$ cat config.mk
export PLATFORM = sky130hd
export DESIGN_NAME = phy_control_register
export DESIGN_NICKNAME = d
export VERILOG_FILES = /design/src/phy_ctrl_pkg.sv /design/src/phy_control_register.sv /design/src/phy_reset_seq.sv
export SDC_FILE = /design/constraint.sdc
export NUM_CORES = 1
export LEC_CHECK = 0
export BUFFER_PORTS_ARGS = -buffer_cell sky130_fd_sc_hd__buf_2
export CELL_PAD_IN_SITES_DETAIL_PLACEMENT = 2
export CELL_PAD_IN_SITES_GLOBAL_PLACEMENT = 2
export CORE_ASPECT_RATIO = 0.7
export CORE_UTILIZATION = 30
export DETAILED_ROUTE_END_ITERATION = 10
export PLACE_DENSITY = 0.77
export SLEW_MARGIN = 10
export SYNTH_ARGS = -nofsm -noshare
export SYNTH_HDL_FRONTEND = slang
export SYNTH_SLANG_ARGS = --single-unit
$ cat constraint.sdc
create_clock -name sys_clk_i -period 2.2 [get_ports sys_clk_i]
set_input_delay 0.11 -clock sys_clk_i [delete_from_list [all_inputs] [get_ports sys_clk_i]]
set_output_delay 0.11 -clock sys_clk_i [all_outputs]
set_load 0.02 [all_outputs]
$ cat src/phy_ctrl_pkg.sv
package phy_ctrl_pkg;
  // ------------------------------------------------------------
  // Register map
  // ------------------------------------------------------------
  localparam logic [4:0] PHY_CONTROL_ADDR = 5'h00;  // Management address of the register
  localparam int unsigned REG_W = 16;               // Register width
  localparam logic [15:0] PHY_CONTROL_RESET = 16'h3100;
  // ------------------------------------------------------------
  // Field positions
  // ------------------------------------------------------------
  localparam int unsigned BIT_SOFT_RESET = 15;
  localparam int unsigned BIT_LOOPBACK = 14;
  localparam int unsigned BIT_SPEED = 13;
  localparam int unsigned BIT_AN_EN = 12;
  localparam int unsigned BIT_LOW_POWER = 11;
  localparam int unsigned BIT_ISOLATE = 10;
  localparam int unsigned BIT_AN_RESTART = 9;
  localparam int unsigned BIT_DUPLEX = 8;
  localparam int unsigned BIT_COLTEST = 7;
  localparam int unsigned RSVD_HI = 6;
  localparam int unsigned RSVD_LO = 0;
  localparam logic [6:0] RSVD_RESET = 7'h00;
  // ------------------------------------------------------------
  // Timing: cycles the internal reset pulse is held
  // ------------------------------------------------------------
  localparam int unsigned SOFT_RESET_CYCLES = 4;
endpackage

$ cat src/phy_control_register.sv
`timescale 1ns/1ps
// How it works
// - 16-bit read/write control register at address 0
// - Reset loads 0x3100
// - Bit 8 selects full or half duplex
// - Duplex writable by software and autonegotiation
// - Bit 7 enters collision-test operation
// - Collision test set on transmit, cleared on halt
// - Write value comes from transmit-data register
// - Read result held in receive-data register
module phy_control_register import phy_ctrl_pkg::*; (
  // Clock and reset
  input wire logic sys_clk_i,
  input wire logic rstn_i,
  // Management transaction port
  input wire logic mgmt_start_i,            // One-cycle transaction request
  input wire logic mgmt_write_i,            // 1 write, 0 read
  input wire logic [4:0] mgmt_addr_i,       // Register address
  input wire logic [15:0] mgmt_write_value_i, // From transmit-data register
  output logic [15:0] mgmt_read_value_o,    // Into receive-data register
  output logic mgmt_done_o,                 // One-cycle completion pulse
  // Autonegotiation result
  input wire logic an_complete_i,           // Pulse: negotiation finished
  input wire logic an_duplex_i,             // Negotiated duplex
  // Transmit activity for collision test
  input wire logic tx_start_i,              // Pulse: transmission initiated
  input wire logic tx_halt_i,               // Pulse: transmission halted
  // Control outputs to the physical layer
  output logic phy_reset_o,
  output logic loopback_select_o,
  output logic speed_choice_o,
  output logic autoneg_enable_o,
  output logic low_power_select_o,
  output logic isolate_o,
  output logic autoneg_restart_o,
  output logic duplex_o,
  output logic collision_test_select_o
);
  // ------------------------------------------------------------
  // Register state
  // ------------------------------------------------------------
  logic [15:0] phy_control;       // The control register itself
  logic [15:0] next_phy_control;
  logic [15:0] rd_value;          // Holds the last read result
  logic [15:0] next_rd_value;
  logic done;                     // Completion pulse
  logic next_done;
  logic rst_busy;                 // Soft reset sequence active
  logic rst_done;                 // Soft reset sequence complete
  logic an_busy;                  // Restart in progress
  logic next_an_busy;
  logic hit;                      // Transaction addresses this register

  // Decode of the management address
  // Only one register lives here; every other address is a hole
  function automatic logic addr_hit(input logic [4:0] a);
    addr_hit = (a == PHY_CONTROL_ADDR);
  endfunction

  // Soft reset hold sequence
  phy_reset_seq #(.CYCLES(SOFT_RESET_CYCLES)) u_reset_seq (
    .sys_clk_i(sys_clk_i),
    .rstn_i(rstn_i),
    .start_i(phy_control[BIT_SOFT_RESET]),
    .busy_o(rst_busy),
    .done_o(rst_done)
  );

  // Address match, qualified later by start and direction
  assign hit = addr_hit(mgmt_addr_i);

  // ------------------------------------------------------------
  // Next-value logic
  // ------------------------------------------------------------
  // Priority: software write first, then hardware events on top, so a
  // hardware set is never lost behind the write in the same cycle.
  always_comb begin
    next_phy_control = phy_control;
    next_rd_value = rd_value;
    next_done = 1'b0;
    next_an_busy = an_busy;
    // Management transaction: every request completes, mapped or not
    if (mgmt_start_i) begin
      next_done = 1'b1;
      // Software write takes the whole word at once
      if (mgmt_write_i && hit) begin
        next_phy_control = mgmt_write_value_i;
        // Reserved bits kept zero whatever software writes
        next_phy_control[RSVD_HI:RSVD_LO] = RSVD_RESET;
      end else if (!mgmt_write_i) begin
        // Unmapped addresses read as zero
        next_rd_value = hit ? phy_control : 16'h0000;
      end
    end
    // Negotiated duplex overrides the stored value
    if (an_complete_i && phy_control[BIT_AN_EN]) begin
      next_phy_control[BIT_DUPLEX] = an_duplex_i;
      next_an_busy = 1'b0;
    end
    // Restart accepted: hold busy until negotiation completes
    if (phy_control[BIT_AN_RESTART] && !an_busy) begin
      next_an_busy = 1'b1;
    end
    // Restart done: drop the bit and free the tracker, even with
    // negotiation disabled, so a later restart is not stuck busy
    if (an_busy && an_complete_i) begin
      next_phy_control[BIT_AN_RESTART] = 1'b0;
      next_an_busy = 1'b0;
    end
    // Collision test follows transmit activity; start wins over halt
    if (tx_halt_i) begin
      next_phy_control[BIT_COLTEST] = 1'b0;
    end
    if (tx_start_i) begin
      next_phy_control[BIT_COLTEST] = 1'b1;
    end
    // Soft reset completion returns the control register to defaults and frees the restart tracker; the held read value stays
    if (rst_done) begin
      next_phy_control = PHY_CONTROL_RESET;
      next_an_busy = 1'b0;
    end
  end

  // ------------------------------------------------------------
  // Registers
  // ------------------------------------------------------------
  always_ff @(posedge sys_clk_i) begin
    if (!rstn_i) begin
      phy_control <= PHY_CONTROL_RESET;
      rd_value <= 16'h0000;
      done <= 1'b0;
      an_busy <= 1'b0;
    end else begin
      phy_control <= next_phy_control;
      rd_value <= next_rd_value;
      done <= next_done;
      an_busy <= next_an_busy;
    end
  end

  // ------------------------------------------------------------
  // Output flops
  // ------------------------------------------------------------
  // Pins copy the stored state one cycle later, so done, the held read
  // value and the control levels all appear together two edges after
  // the request; the extra cycle buys pins that leave a flop directly.
  always_ff @(posedge sys_clk_i) begin
    if (!rstn_i) begin
      phy_reset_o <= 1'b0;
      loopback_select_o <= 1'b0;
      speed_choice_o <= 1'b1;
      autoneg_enable_o <= 1'b1;
      low_power_select_o <= 1'b0;
      isolate_o <= 1'b0;
      autoneg_restart_o <= 1'b0;
      duplex_o <= 1'b1;
      collision_test_select_o <= 1'b0;
      mgmt_read_value_o <= 16'h0000;
      mgmt_done_o <= 1'b0;
    end else begin
      phy_reset_o <= phy_control[BIT_SOFT_RESET];
      loopback_select_o <= phy_control[BIT_LOOPBACK];
      speed_choice_o <= phy_control[BIT_SPEED];
      autoneg_enable_o <= phy_control[BIT_AN_EN];
      low_power_select_o <= phy_control[BIT_LOW_POWER];
      isolate_o <= phy_control[BIT_ISOLATE];
      autoneg_restart_o <= phy_control[BIT_AN_RESTART];
      duplex_o <= phy_control[BIT_DUPLEX];
      collision_test_select_o <= phy_control[BIT_COLTEST];
      mgmt_read_value_o <= rd_value;
      mgmt_done_o <= done;
    end
  end

  // ------------------------------------------------------------
  // Assertions
  // ------------------------------------------------------------
  a_reset_default: assert property (@(posedge sys_clk_i)
    !rstn_i |=> phy_control == PHY_CONTROL_RESET)
    else $error("control not at default after reset");
  a_write_stores: assert property (@(posedge sys_clk_i) disable iff (!rstn_i)
    mgmt_start_i && mgmt_write_i && hit && !tx_start_i && !tx_halt_i && !an_complete_i
    && !rst_done |=> phy_control[15:10] == $past(mgmt_write_value_i[15:10]))
    else $error("write value not stored");
  a_rsvd_zero: assert property (@(posedge sys_clk_i) disable iff (!rstn_i)
    phy_control[RSVD_HI:RSVD_LO] == RSVD_RESET)
    else $error("reserved bits nonzero");
  a_read_holds: assert property (@(posedge sys_clk_i) disable iff (!rstn_i)
    mgmt_start_i && !mgmt_write_i && hit |=> ##1 mgmt_read_value_o == $past(phy_control, 2))
    else $error("read value wrong");
  a_coltest_set: assert property (@(posedge sys_clk_i) disable iff (!rstn_i)
    tx_start_i && !rst_done |=> ##1 collision_test_select_o)
    else $error("collision test not set on transmit");
  a_coltest_clr: assert property (@(posedge sys_clk_i) disable iff (!rstn_i)
    tx_halt_i && !tx_start_i && !(mgmt_start_i && mgmt_write_i && hit) |=> ##1
    !collision_test_select_o)
    else $error("collision test not cleared on halt");
  a_duplex_an: assert property (@(posedge sys_clk_i) disable iff (!rstn_i)
    an_complete_i && phy_control[BIT_AN_EN] && !rst_done |=> phy_control[BIT_DUPLEX] ==
    $past(an_duplex_i))
    else $error("negotiated duplex not taken");
  a_softrst_clear: assert property (@(posedge sys_clk_i) disable iff (!rstn_i)
    $rose(phy_control[BIT_SOFT_RESET]) |-> ##[1:8] !phy_control[BIT_SOFT_RESET])
    else $error("soft reset bit did not self-clear");
  a_done_pulse: assert property (@(posedge sys_clk_i) disable iff (!rstn_i)
    mgmt_start_i |=> ##1 mgmt_done_o)
    else $error("transaction not completed");
  // The hold sequence must not re-arm on its own done pulse, or a write
  // made after the soft reset would be wiped a second time
  a_softrst_once: assert property (@(posedge sys_clk_i) disable iff (!rstn_i)
    rst_done |=> !rst_busy)
    else $error("soft reset sequence restarted");
  // Restart bit drops once the negotiation it started has finished
  a_restart_clear: assert property (@(posedge sys_clk_i) disable iff (!rstn_i)
    an_busy && an_complete_i |=> !phy_control[BIT_AN_RESTART])
    else $error("restart bit not cleared on completion");
  // Speed, negotiation enable and duplex pins follow the stored bits
  a_mirror_out: assert property (@(posedge sys_clk_i) disable iff (!rstn_i)
    {speed_choice_o, autoneg_enable_o, duplex_o} ==
    {$past(phy_control[BIT_SPEED]), $past(phy_control[BIT_AN_EN]),
    $past(phy_control[BIT_DUPLEX])})
    else $error("control pins do not follow register");
endmodule

$ cat src/phy_reset_seq.sv
`timescale 1ns/1ps
// Counts a fixed number of cycles after a start pulse, then pulses done
module phy_reset_seq import phy_ctrl_pkg::*; #(
  parameter int unsigned CYCLES = SOFT_RESET_CYCLES
) (
  // Clock and reset
  input wire logic sys_clk_i,
  input wire logic rstn_i,
  // Control
  input wire logic start_i,
  output logic busy_o,
  output logic done_o
);
  // The counter is eight bits wide, so longer holds cannot be served
  if (CYCLES < 1 || CYCLES > 255) begin : g_cycles_bad
    $error("CYCLES out of range");
  end
  logic [7:0] count;       // Remaining cycles
  logic [7:0] next_count;
  logic busy;
  logic next_busy;
  logic done;
  logic next_done;
  // Next-state computation
  always_comb begin
    next_count = count;
    next_busy = busy;
    next_done = 1'b0;
    // Start is a level, so the done cycle must not re-arm the count
    // while the caller has not yet cleared its request
    if (start_i && !busy && !done) begin
      next_busy = 1'b1;
      next_count = 8'(CYCLES);
    end else if (busy) begin
      if (count == 8'h01) begin
        // Last cycle of the sequence
        next_busy = 1'b0;
        next_done = 1'b1;
        next_count = 8'h00;
      end else begin
        next_count = count - 8'h01;
      end
    end
  end
  // State registers
  always_ff @(posedge sys_clk_i) begin
    if (!rstn_i) begin
      count <= 8'h00;
      busy <= 1'b0;
      done <= 1'b0;
    end else begin
      count <= next_count;
      busy <= next_busy;
      done <= next_done;
    end
  end
  assign busy_o = busy;
  assign done_o = done;
endmodule

==> flow_metrics.tcl, run 1 <==
set metrics [dict create \
    routed_wl_um 4470 \
    maxCapViolCount 0 \
    cts_buffers 5 \
    drt_iter0_markers 32 \
    coreArea_mm2 0.00581 \
    worstMarginPinSlew_ns 0.533 \
    grt_max_degree 26 \
    drive_above_1_share_pct 23.4 \
    setup_viol_count_final 0 \
    wl_per_cell_um 14.4 \
    synth-edff-count 0 \
    fmax_mhz 554 \
    num_antenna_cells 0 \
    dp_hpwl_um 3320 \
    ctsResizeCount 0 \
    die_h_um 67.5 \
    outcome "complete, no violations" \
    yosysSeqAreaShare_pct 53.3 \
    vias_per_cell 4.79 \
    cp_max_fo 11 \
    antenna_found_initial 0 \
    slew_viol_final 0 \
    cts_tree "built" \
    start_util_pct 31.7 \
    area_delta_synth_final_pct 18.6 \
    grt_setup_unrepaired "false" \
    dp_cells 301 \
    drc 0 \
    slew_headroom_pct 64.3 \
    fp-row-count 23 \
    grt_pass1_vias 1434 \
    hold_viol 0 \
    met3_length_um 232 \
    synth_cell_types 33 \
    die_x_um 95.6 \
    highest_layer "met4" \
    r2r_slack_ns 0.39 \
    instances_no_fill 310 \
    clock_path_buffers 2 \
    globalRouteTotalUtil_pct 15.9 \
    cts_num_sinks 49 \
    ys.flop_type "dfxtp_1" \
    p_leak_nw 0.878 \
    avgSynthCellArea_um2 9.49 \
    vias 1485 \
    yosys.area.top_type "dfxtp_1" \
    fin_nets 265 \
    ir_worst_vdd_mv 0.199 \
    clkTransAtPathRegs_ns 0.09 \
    place_congestion 0.744 \
    critPathRequiredTime_ns 2.44 \
    synth-seq-cells 49 \
    die_area_mm2 0.00646 \
    fin_worst_skew_ns 0.00452 \
    synthesis.area_mm2 0.00184 \
    fin_crit_sh_pct 82.1 \
    most-common-layout-cells "49 x dfxtp_1, 40 x buf_2, 20 x a21oi_1" \
    first_pass_iters 4 \
    arrival_ns 2.05 \
    postCtsSetupRepairBufs 0 \
    grt_pass1_wl_um 7420 \
    yosysWarningCount 0 \
    antenna_left 0 \
    mostFrequentLayoutCell "dfxtp_1" \
    pin_count 55 \
    cts-root-buf "clkbuf_8" \
    hp-class "in -> reg" \
    io_buffers 40 \
    synthArstFlopShare_pct 0 \
    wl_met2_um 1800 \
    insertion_delay_ns 0.31 \
    end_kind "flip-flop" \
    wirelength_met1_um 2370 \
    syn_inst 194 \
    h-tree-depth 2 \
    synth.area.top_cells "dfxtp_1 53%, and2_1 5.8%, a21oi_1 5.4%" \
    period_minus_slack_ns 1.81 \
    p_per_area_mw_per_mm2 699 \
    yosysTopAreaCellShare_pct 53.3 \
    start_kind "flip-flop" \
    setup-tns-final_ns 0 \
    worstSetupPathType "reg -> reg" \
    overflow 0 \
    holdBufCountCts 1 \
]
-- kinds of logic (layout without fill, tap and decap cells) --
logic type	after synthesis	count (layout)	synth area share, %
compound gates	44	44	14.3
xor+xnor	3	3	1.43
fa+ha+maj	2	2	1.36
buf+inv	22	57	6.05
flops	49	49	53.3
other cells	1	7	0.204
simple gates	73	73	23.4
-- report_power, final --
part           switching [mW]  internal, mW
registers             0.00595         0.895
clock network           0.311         0.220
logic                  0.0619        0.0317
total                   0.379          1.15
-- per-stage QoR --
stage	area, µm²	power (mW)	setup slack, ns	utilization (%)	hold slack, ns
3_5_place_dp	2090	1.01	0.400	35.9	0.318
2_1_floorplan	1860	0.982	0.594	-	0.183
5_1_grt	2180	1.60	0.259	37.6	0.0117
6_report	2180	1.53	0.395	37.6	0.00600
4_1_cts	2180	1.55	0.383	37.6	0.00267
3_3_place_gp	2090	1.01	0.431	35.9	0.326
-- routing by layer --
layer  vias to the layer above  track usage, %
li1                        749               -
met1                       691            23.0
met2                        39            22.0
met3                         6            4.39
met4                         0            6.72
met5                         -               0
-- sequential cells by signal, indices dropped and copies added, names as in the netlist --
signal,flops
an_busy,1
autoneg_enable_o,1
autoneg_restart_o,1
collision_test_select_o,1
done,1
duplex_o,1
isolate_o,1
loopback_select_o,1
low_power_select_o,1
mgmt_done_o,1
mgmt_read_value_o,9
phy_control,9
phy_reset_o,1
rd_value,9
speed_choice_o,1
u_reset_seq.busy_o,1
u_reset_seq.count,8
u_reset_seq.done_o,1
-- synthesized netlist by cell type (3+ instances only) --
cell type,number
a211oi_1,3
dfxtp_1,49
xor2_1,3
and2_1,17
o21ai_0,9
nand3_1,5
or4_1,3
inv_1,5
a21oi_1,20
clkbuf_1,8
nand2b_1,5
or3_1,3
or3b_2,3
buf_4,7
nand4_1,10
nand2_1,13
nor2_1,6
-- final cells by class --
type	count	area, µm²
multi-input combinational	129	771
clock inverter	3	17.5
sequential	49	981
tap	75	93.8
inverter	5	18.8
clock buffer	5	68.8
fill	687	3630
timing repair buffer	44	233
-- path summary, 6_finish.rpt --
| kind | start | to | cells past startpoint |
|---|---|---|---|
| setup / recovery | u_reset_seq.busy_o | u_reset_seq.count[7] | 3 |
| hold / removal | mgmt_write_value_i[12] | phy_control[12] | 2 |
| setup reg to reg | u_reset_seq.busy_o | u_reset_seq.count[7] | 3 |
| hold reg to reg | done | mgmt_done_o | 1 |
-- critical path: stages, from the launching register on --
cell,delay [ns]
dfxtp_1,0.52
or4b_2,0.66
or4_1,0.42
a21oi_1,0.14
No activity file was read; power rests on OpenSTA's default activity.
==> inputs of run 2 (changes only) <==
- CORE_UTILIZATION: 30 -> 27
- PLACE_DENSITY: 0.77 -> 0.73
- clock period: 2.2 -> 1.65 ns (I/O delays scaled with it)
==> flow_metrics.tcl, run 2 (synthesized netlist as in run 1, its figures left out) <==
set metrics [dict create \
    insertion_delay_ns 0.31 \
    area_delta_synth_final_pct 25.8 \
    arrival_ns 1.82 \
    pre_cts_ws_ns -0.0242 \
    dp_cells 326 \
    fin_nets 275 \
    whs_path_depth 2 \
    total_power_mw 2.04 \
    grt_pass1_wl_um 8260 \
    hp-class "in -> reg" \
    fin_worst_skew_ns 0.00863 \
    start_kind "flip-flop" \
    h-tree-depth 2 \
    utilization_pct 36.2 \
    antenna_found_initial 0 \
    slew_viol_final 0 \
    cts_tree "built" \
    globalRouteTotalUtil_pct 15.3 \
    vias_per_cell 4.59 \
    num_antenna_cells 0 \
    coreArea_mm2 0.00640 \
    io_buffers 40 \
    drt_iter0_markers 88 \
    overflow 0 \
    period_minus_slack_ns 1.57 \
    ir_worst_vdd_mv 0.289 \
    cts_buffers 5 \
    slew_headroom_pct 61.0 \
    worstSetupPathType "reg -> reg" \
    antenna_left 0 \
    die_area_mm2 0.00716 \
    maxCapViolCount 0 \
    hold_ws_ns 0.0116 \
    fp-row-count 24 \
    start_util_pct 28.8 \
    wl_per_cell_um 14.6 \
    layout_setup_ws_ns 0.0798 \
    reg.largest.list "mgmt_read_value_o x9, phy_control x9, rd_value x9" \
    clock_path_buffers 2 \
    dp_hpwl_um 3600 \
    die_h_um 71.1 \
    fmax_mhz 637 \
    grt_setup_unrepaired "false" \
    cp_max_fo 4 \
    fin_crit_sh_pct 95.2 \
    cts-root-buf "clkbuf_8" \
    instances_no_fill 336 \
    grt_max_degree 25 \
    nFillCells 730 \
    clkTransAtPathRegs_ns 0.09 \
    r2r_cells 5 \
    worstMarginPinSlew_ns 0.583 \
    p_per_area_mw_per_mm2 882 \
    critPathRequiredTime_ns 1.90 \
    routed_wl_um 4890 \
    die_x_um 101 \
    drive_above_1_share_pct 28.2 \
    first_pass_iters 4 \
    p_leak_nw 0.934 \
    cts_num_sinks 49 \
    setup_viol_count_final 0 \
    end_kind "flip-flop" \
    most-common-layout-cells "47 x dfxtp_1, 40 x buf_2, 20 x a21oi_1" \
    hold_viol 0 \
    drc 0 \
    mostFrequentLayoutCell "dfxtp_1" \
    place_congestion 0.798 \
    pin_count 55 \
    vias 1543 \
    grt_pass1_vias 1571 \
    outcome "complete, no violations" \
]
run 2: timing repair:
action / 4_1_cts / 5_1_grt
setup endpoints to repair: 6 / 9
hold buffers: 2 / 0
resized for setup: 4 / 5
endpoints found under the hold margin: 2 / 0
setup buffers: 0 / 0
pin swaps: 1 / 0
run 2: layer usage:
| metal | part of all wire, % | wire (µm) | GRT usage (%) | up-vias |
|---|---|---|---|---|
| met3 | 5.3 | 257 | 4.45 | 9 |
| li1 | - | - | - | 767 |
| met1 | 53 | 2590 | 22.4 | 727 |
| met5 | 0 | 0 | 0 | - |
| met4 | 1.7 | 83 | 5.15 | 0 |
| met2 | 40 | 1960 | 21.5 | 40 |
run 2: through the flow:
stage          setup TNS [ns]  cell area (µm²)
6_report                    0             2320
4_1_cts              -0.00222             2300
2_1_floorplan               0             1860
3_3_place_gp                0             2170
5_1_grt                     0             2320
3_5_place_dp          -0.0953             2170
run 2: path summary, 6_finish.rpt:
path / startpoint / endpoint / slack (ns)
worst max-delay path: u_reset_seq.count[1] / u_reset_seq.count[6] / 0.08
worst min-delay path: an_complete_i / an_busy / 0.01
worst min register to register: done / mgmt_done_o / 0.44
worst max register to register: u_reset_seq.count[1] / u_reset_seq.count[6] / 0.08
run 2: power by group:
part | switching, mW | leakage [nW] | internal, mW
sequential | 0.00746 | 0.398 | 1.19
combinational | 0.0862 | 0.492 | 0.0500
clock | 0.415 | 0.0439 | 0.293
total | 0.508 | 0.934 | 1.53
run 2: critical path, cell delays in order, from the launching register on:
cell and delay, ns:
dfxtp_2 0.35, inv_1 0.12, ha_1 0.24, nand4bb_1 0.21, or4_1 0.45, a21oi_1 0.14
run 2: area by class of cell:
cell class	count	area, µm²	share of cell area, %
Multi-Input combinational cell	129	801	34.6
Clock buffer	5	68.8	2.97
Sequential cell	49	986	42.6
Timing Repair Buffer	54	310	13.4
Inverter	5	18.8	0.810
Tap cell	91	114	4.92
Clock inverter	3	17.5	0.756
==> inputs of run 3 (changes only) <==
- PLACE_DENSITY: 0.73 -> 0.7
==> flow_metrics.tcl, run 3 (synthesized netlist as in run 1, its figures left out) <==
set metrics [dict create \
    outcome "complete, no violations" \
    start_util_pct 28.8 \
    h-tree-depth 2 \
    crit_buf_inv 0 \
    rr_endpoint "u_reset_seq.count[7]" \
    critPathRequiredTime_ns 1.89 \
    die_h_um 71.1 \
    fp-row-count 24 \
    slew_headroom_pct 64.3 \
    grt_pass1_wl_um 8000 \
    fin_nets 277 \
    cp_top_family "simple AND/OR/NAND/NOR gates" \
    wl_per_cell_um 14.4 \
    r2r_slack_ns 0.04 \
    grt_max_degree 25 \
    max_stage_delay_ns 0.54 \
    cts_num_sinks 49 \
    multi_input_area_um2 797 \
    dp_hpwl_um 3660 \
    cp_max_fo 4 \
    cts-root-buf "clkbuf_8" \
    period_minus_slack_ns 1.61 \
    reg.largest.list "mgmt_read_value_o x9, phy_control x9, rd_value x9" \
    slowest_stage "or4b_4" \
    drt_iter0_markers 45 \
    p_per_area_mw_per_mm2 871 \
    setup_viol_count_final 0 \
    utilization_pct 36.5 \
    clock_path_buffers 2 \
    min_to "an_busy" \
    antenna_found_initial 0 \
    cts_buffers 5 \
    worstMarginPinSlew_ns 0.533 \
    antenna_left 0 \
    place_congestion 0.763 \
    most-common-layout-cells "47 x dfxtp_1, 40 x buf_2, 20 x a21oi_1" \
    slew_viol_final 0 \
    num_antenna_cells 0 \
    fin_worst_skew_ns 0.00331 \
    insertion_delay_ns 0.30 \
    fin_crit_sh_pct 97.8 \
    path_depth 3 \
    total_power_mw 2.03 \
    die_x_um 101 \
    vias_per_cell 4.59 \
    hp-class "in -> reg" \
    overflow 0 \
    fmax_mhz 620 \
    p_leak_nw 0.945 \
    globalRouteTotalUtil_pct 15.1 \
    worstSetupPathType "reg -> reg" \
    area_delta_synth_final_pct 27.0 \
    ff_latch_area_um2 983 \
    coreArea_mm2 0.00640 \
    maxCapViolCount 0 \
    hold_viol 0 \
    pin_count 55 \
    die_area_mm2 0.00716 \
    nFillCells 734 \
    cp_cell_sequence "or4b_4, or4_4, a21oi_1" \
    clkTransAtPathRegs_ns 0.09 \
    drc 0 \
    start_kind "flip-flop" \
    r2r_cells 3 \
    min-delay-start "an_complete_i" \
    vias 1551 \
    drive_above_1_share_pct 30.0 \
    arrival_ns 1.85 \
    cts_tree "built" \
    reg2reg_from "u_reset_seq.count[0]" \
    whs_path_depth 2 \
    first_pass_iters 4 \
    mostFrequentLayoutCell "dfxtp_1" \
    io_buffers 40 \
    routed_wl_um 4860 \
    ir_worst_vdd_mv 0.273 \
    grt_pass1_vias 1584 \
    end_kind "flip-flop" \
]
## run 3: area by class of cell
class                      count  area share, %
clock buffer                   5           2.94
clock inverter                 3          0.749
inverter                       5          0.803
multi-input combinational    129           34.1
sequential                    49           42.1
tap                           91           4.87
timing repair buffer          56           14.5
## run 3: metrics by stage
step | TNS, ns | instances | instance area (µm²) | worst slack (ns) | hold WS [ns]
floorplan | 0 | 200 | 1860 | 0.0441 | 0.156
global placement | 0 | 326 | 2190 | 0.0404 | 0.296
detailed placement | -0.0270 | 326 | 2190 | -0.0241 | 0.299
CTS | 0 | 337 | 2310 | 0.00120 | 0.00273
global route | -0.00232 | 338 | 2340 | -0.00232 | 0.0100
finish | 0 | 338 | 2340 | 0.0371 | 0.00866
## run 3: metal layers
metal	vias up	track usage [%]	wire [µm]
met5	-	0	0
met1	734	21.5	2540
met3	4	4.84	173
li1	778	-	-
met4	0	4.35	36
met2	35	21.6	2110
## run 3: where the power goes
group / total (mW) / internal, mW / switching, mW
logic: 0.138 / 0.0527 / 0.0850
clock network: 0.697 / 0.293 / 0.404
registers: 1.20 / 1.19 / 0.00712
total: 2.03 / 1.54 / 0.496
## run 3: repair_timing
item	4_1_cts	5_1_grt
gates resized for setup	6	4
endpoints found under the hold margin	2	0
setup buffers	1	1
hold buffers	2	0
endpoints found under the setup margin	5	5
pin swaps	2	3
## run 3: worst max-delay path by stage
stage                                     from  slack (ns)              endpoint
after floorplan           u_reset_seq.count[0]        0.04  u_reset_seq.count[7]
after global placement    u_reset_seq.count[0]        0.04  u_reset_seq.count[7]
after detailed placement  u_reset_seq.count[1]       -0.02  u_reset_seq.count[6]
after CTS                 u_reset_seq.count[0]       0.001  u_reset_seq.count[7]
after global routing      u_reset_seq.count[3]      -0.002  u_reset_seq.count[7]
final                     u_reset_seq.count[0]        0.04  u_reset_seq.count[7]
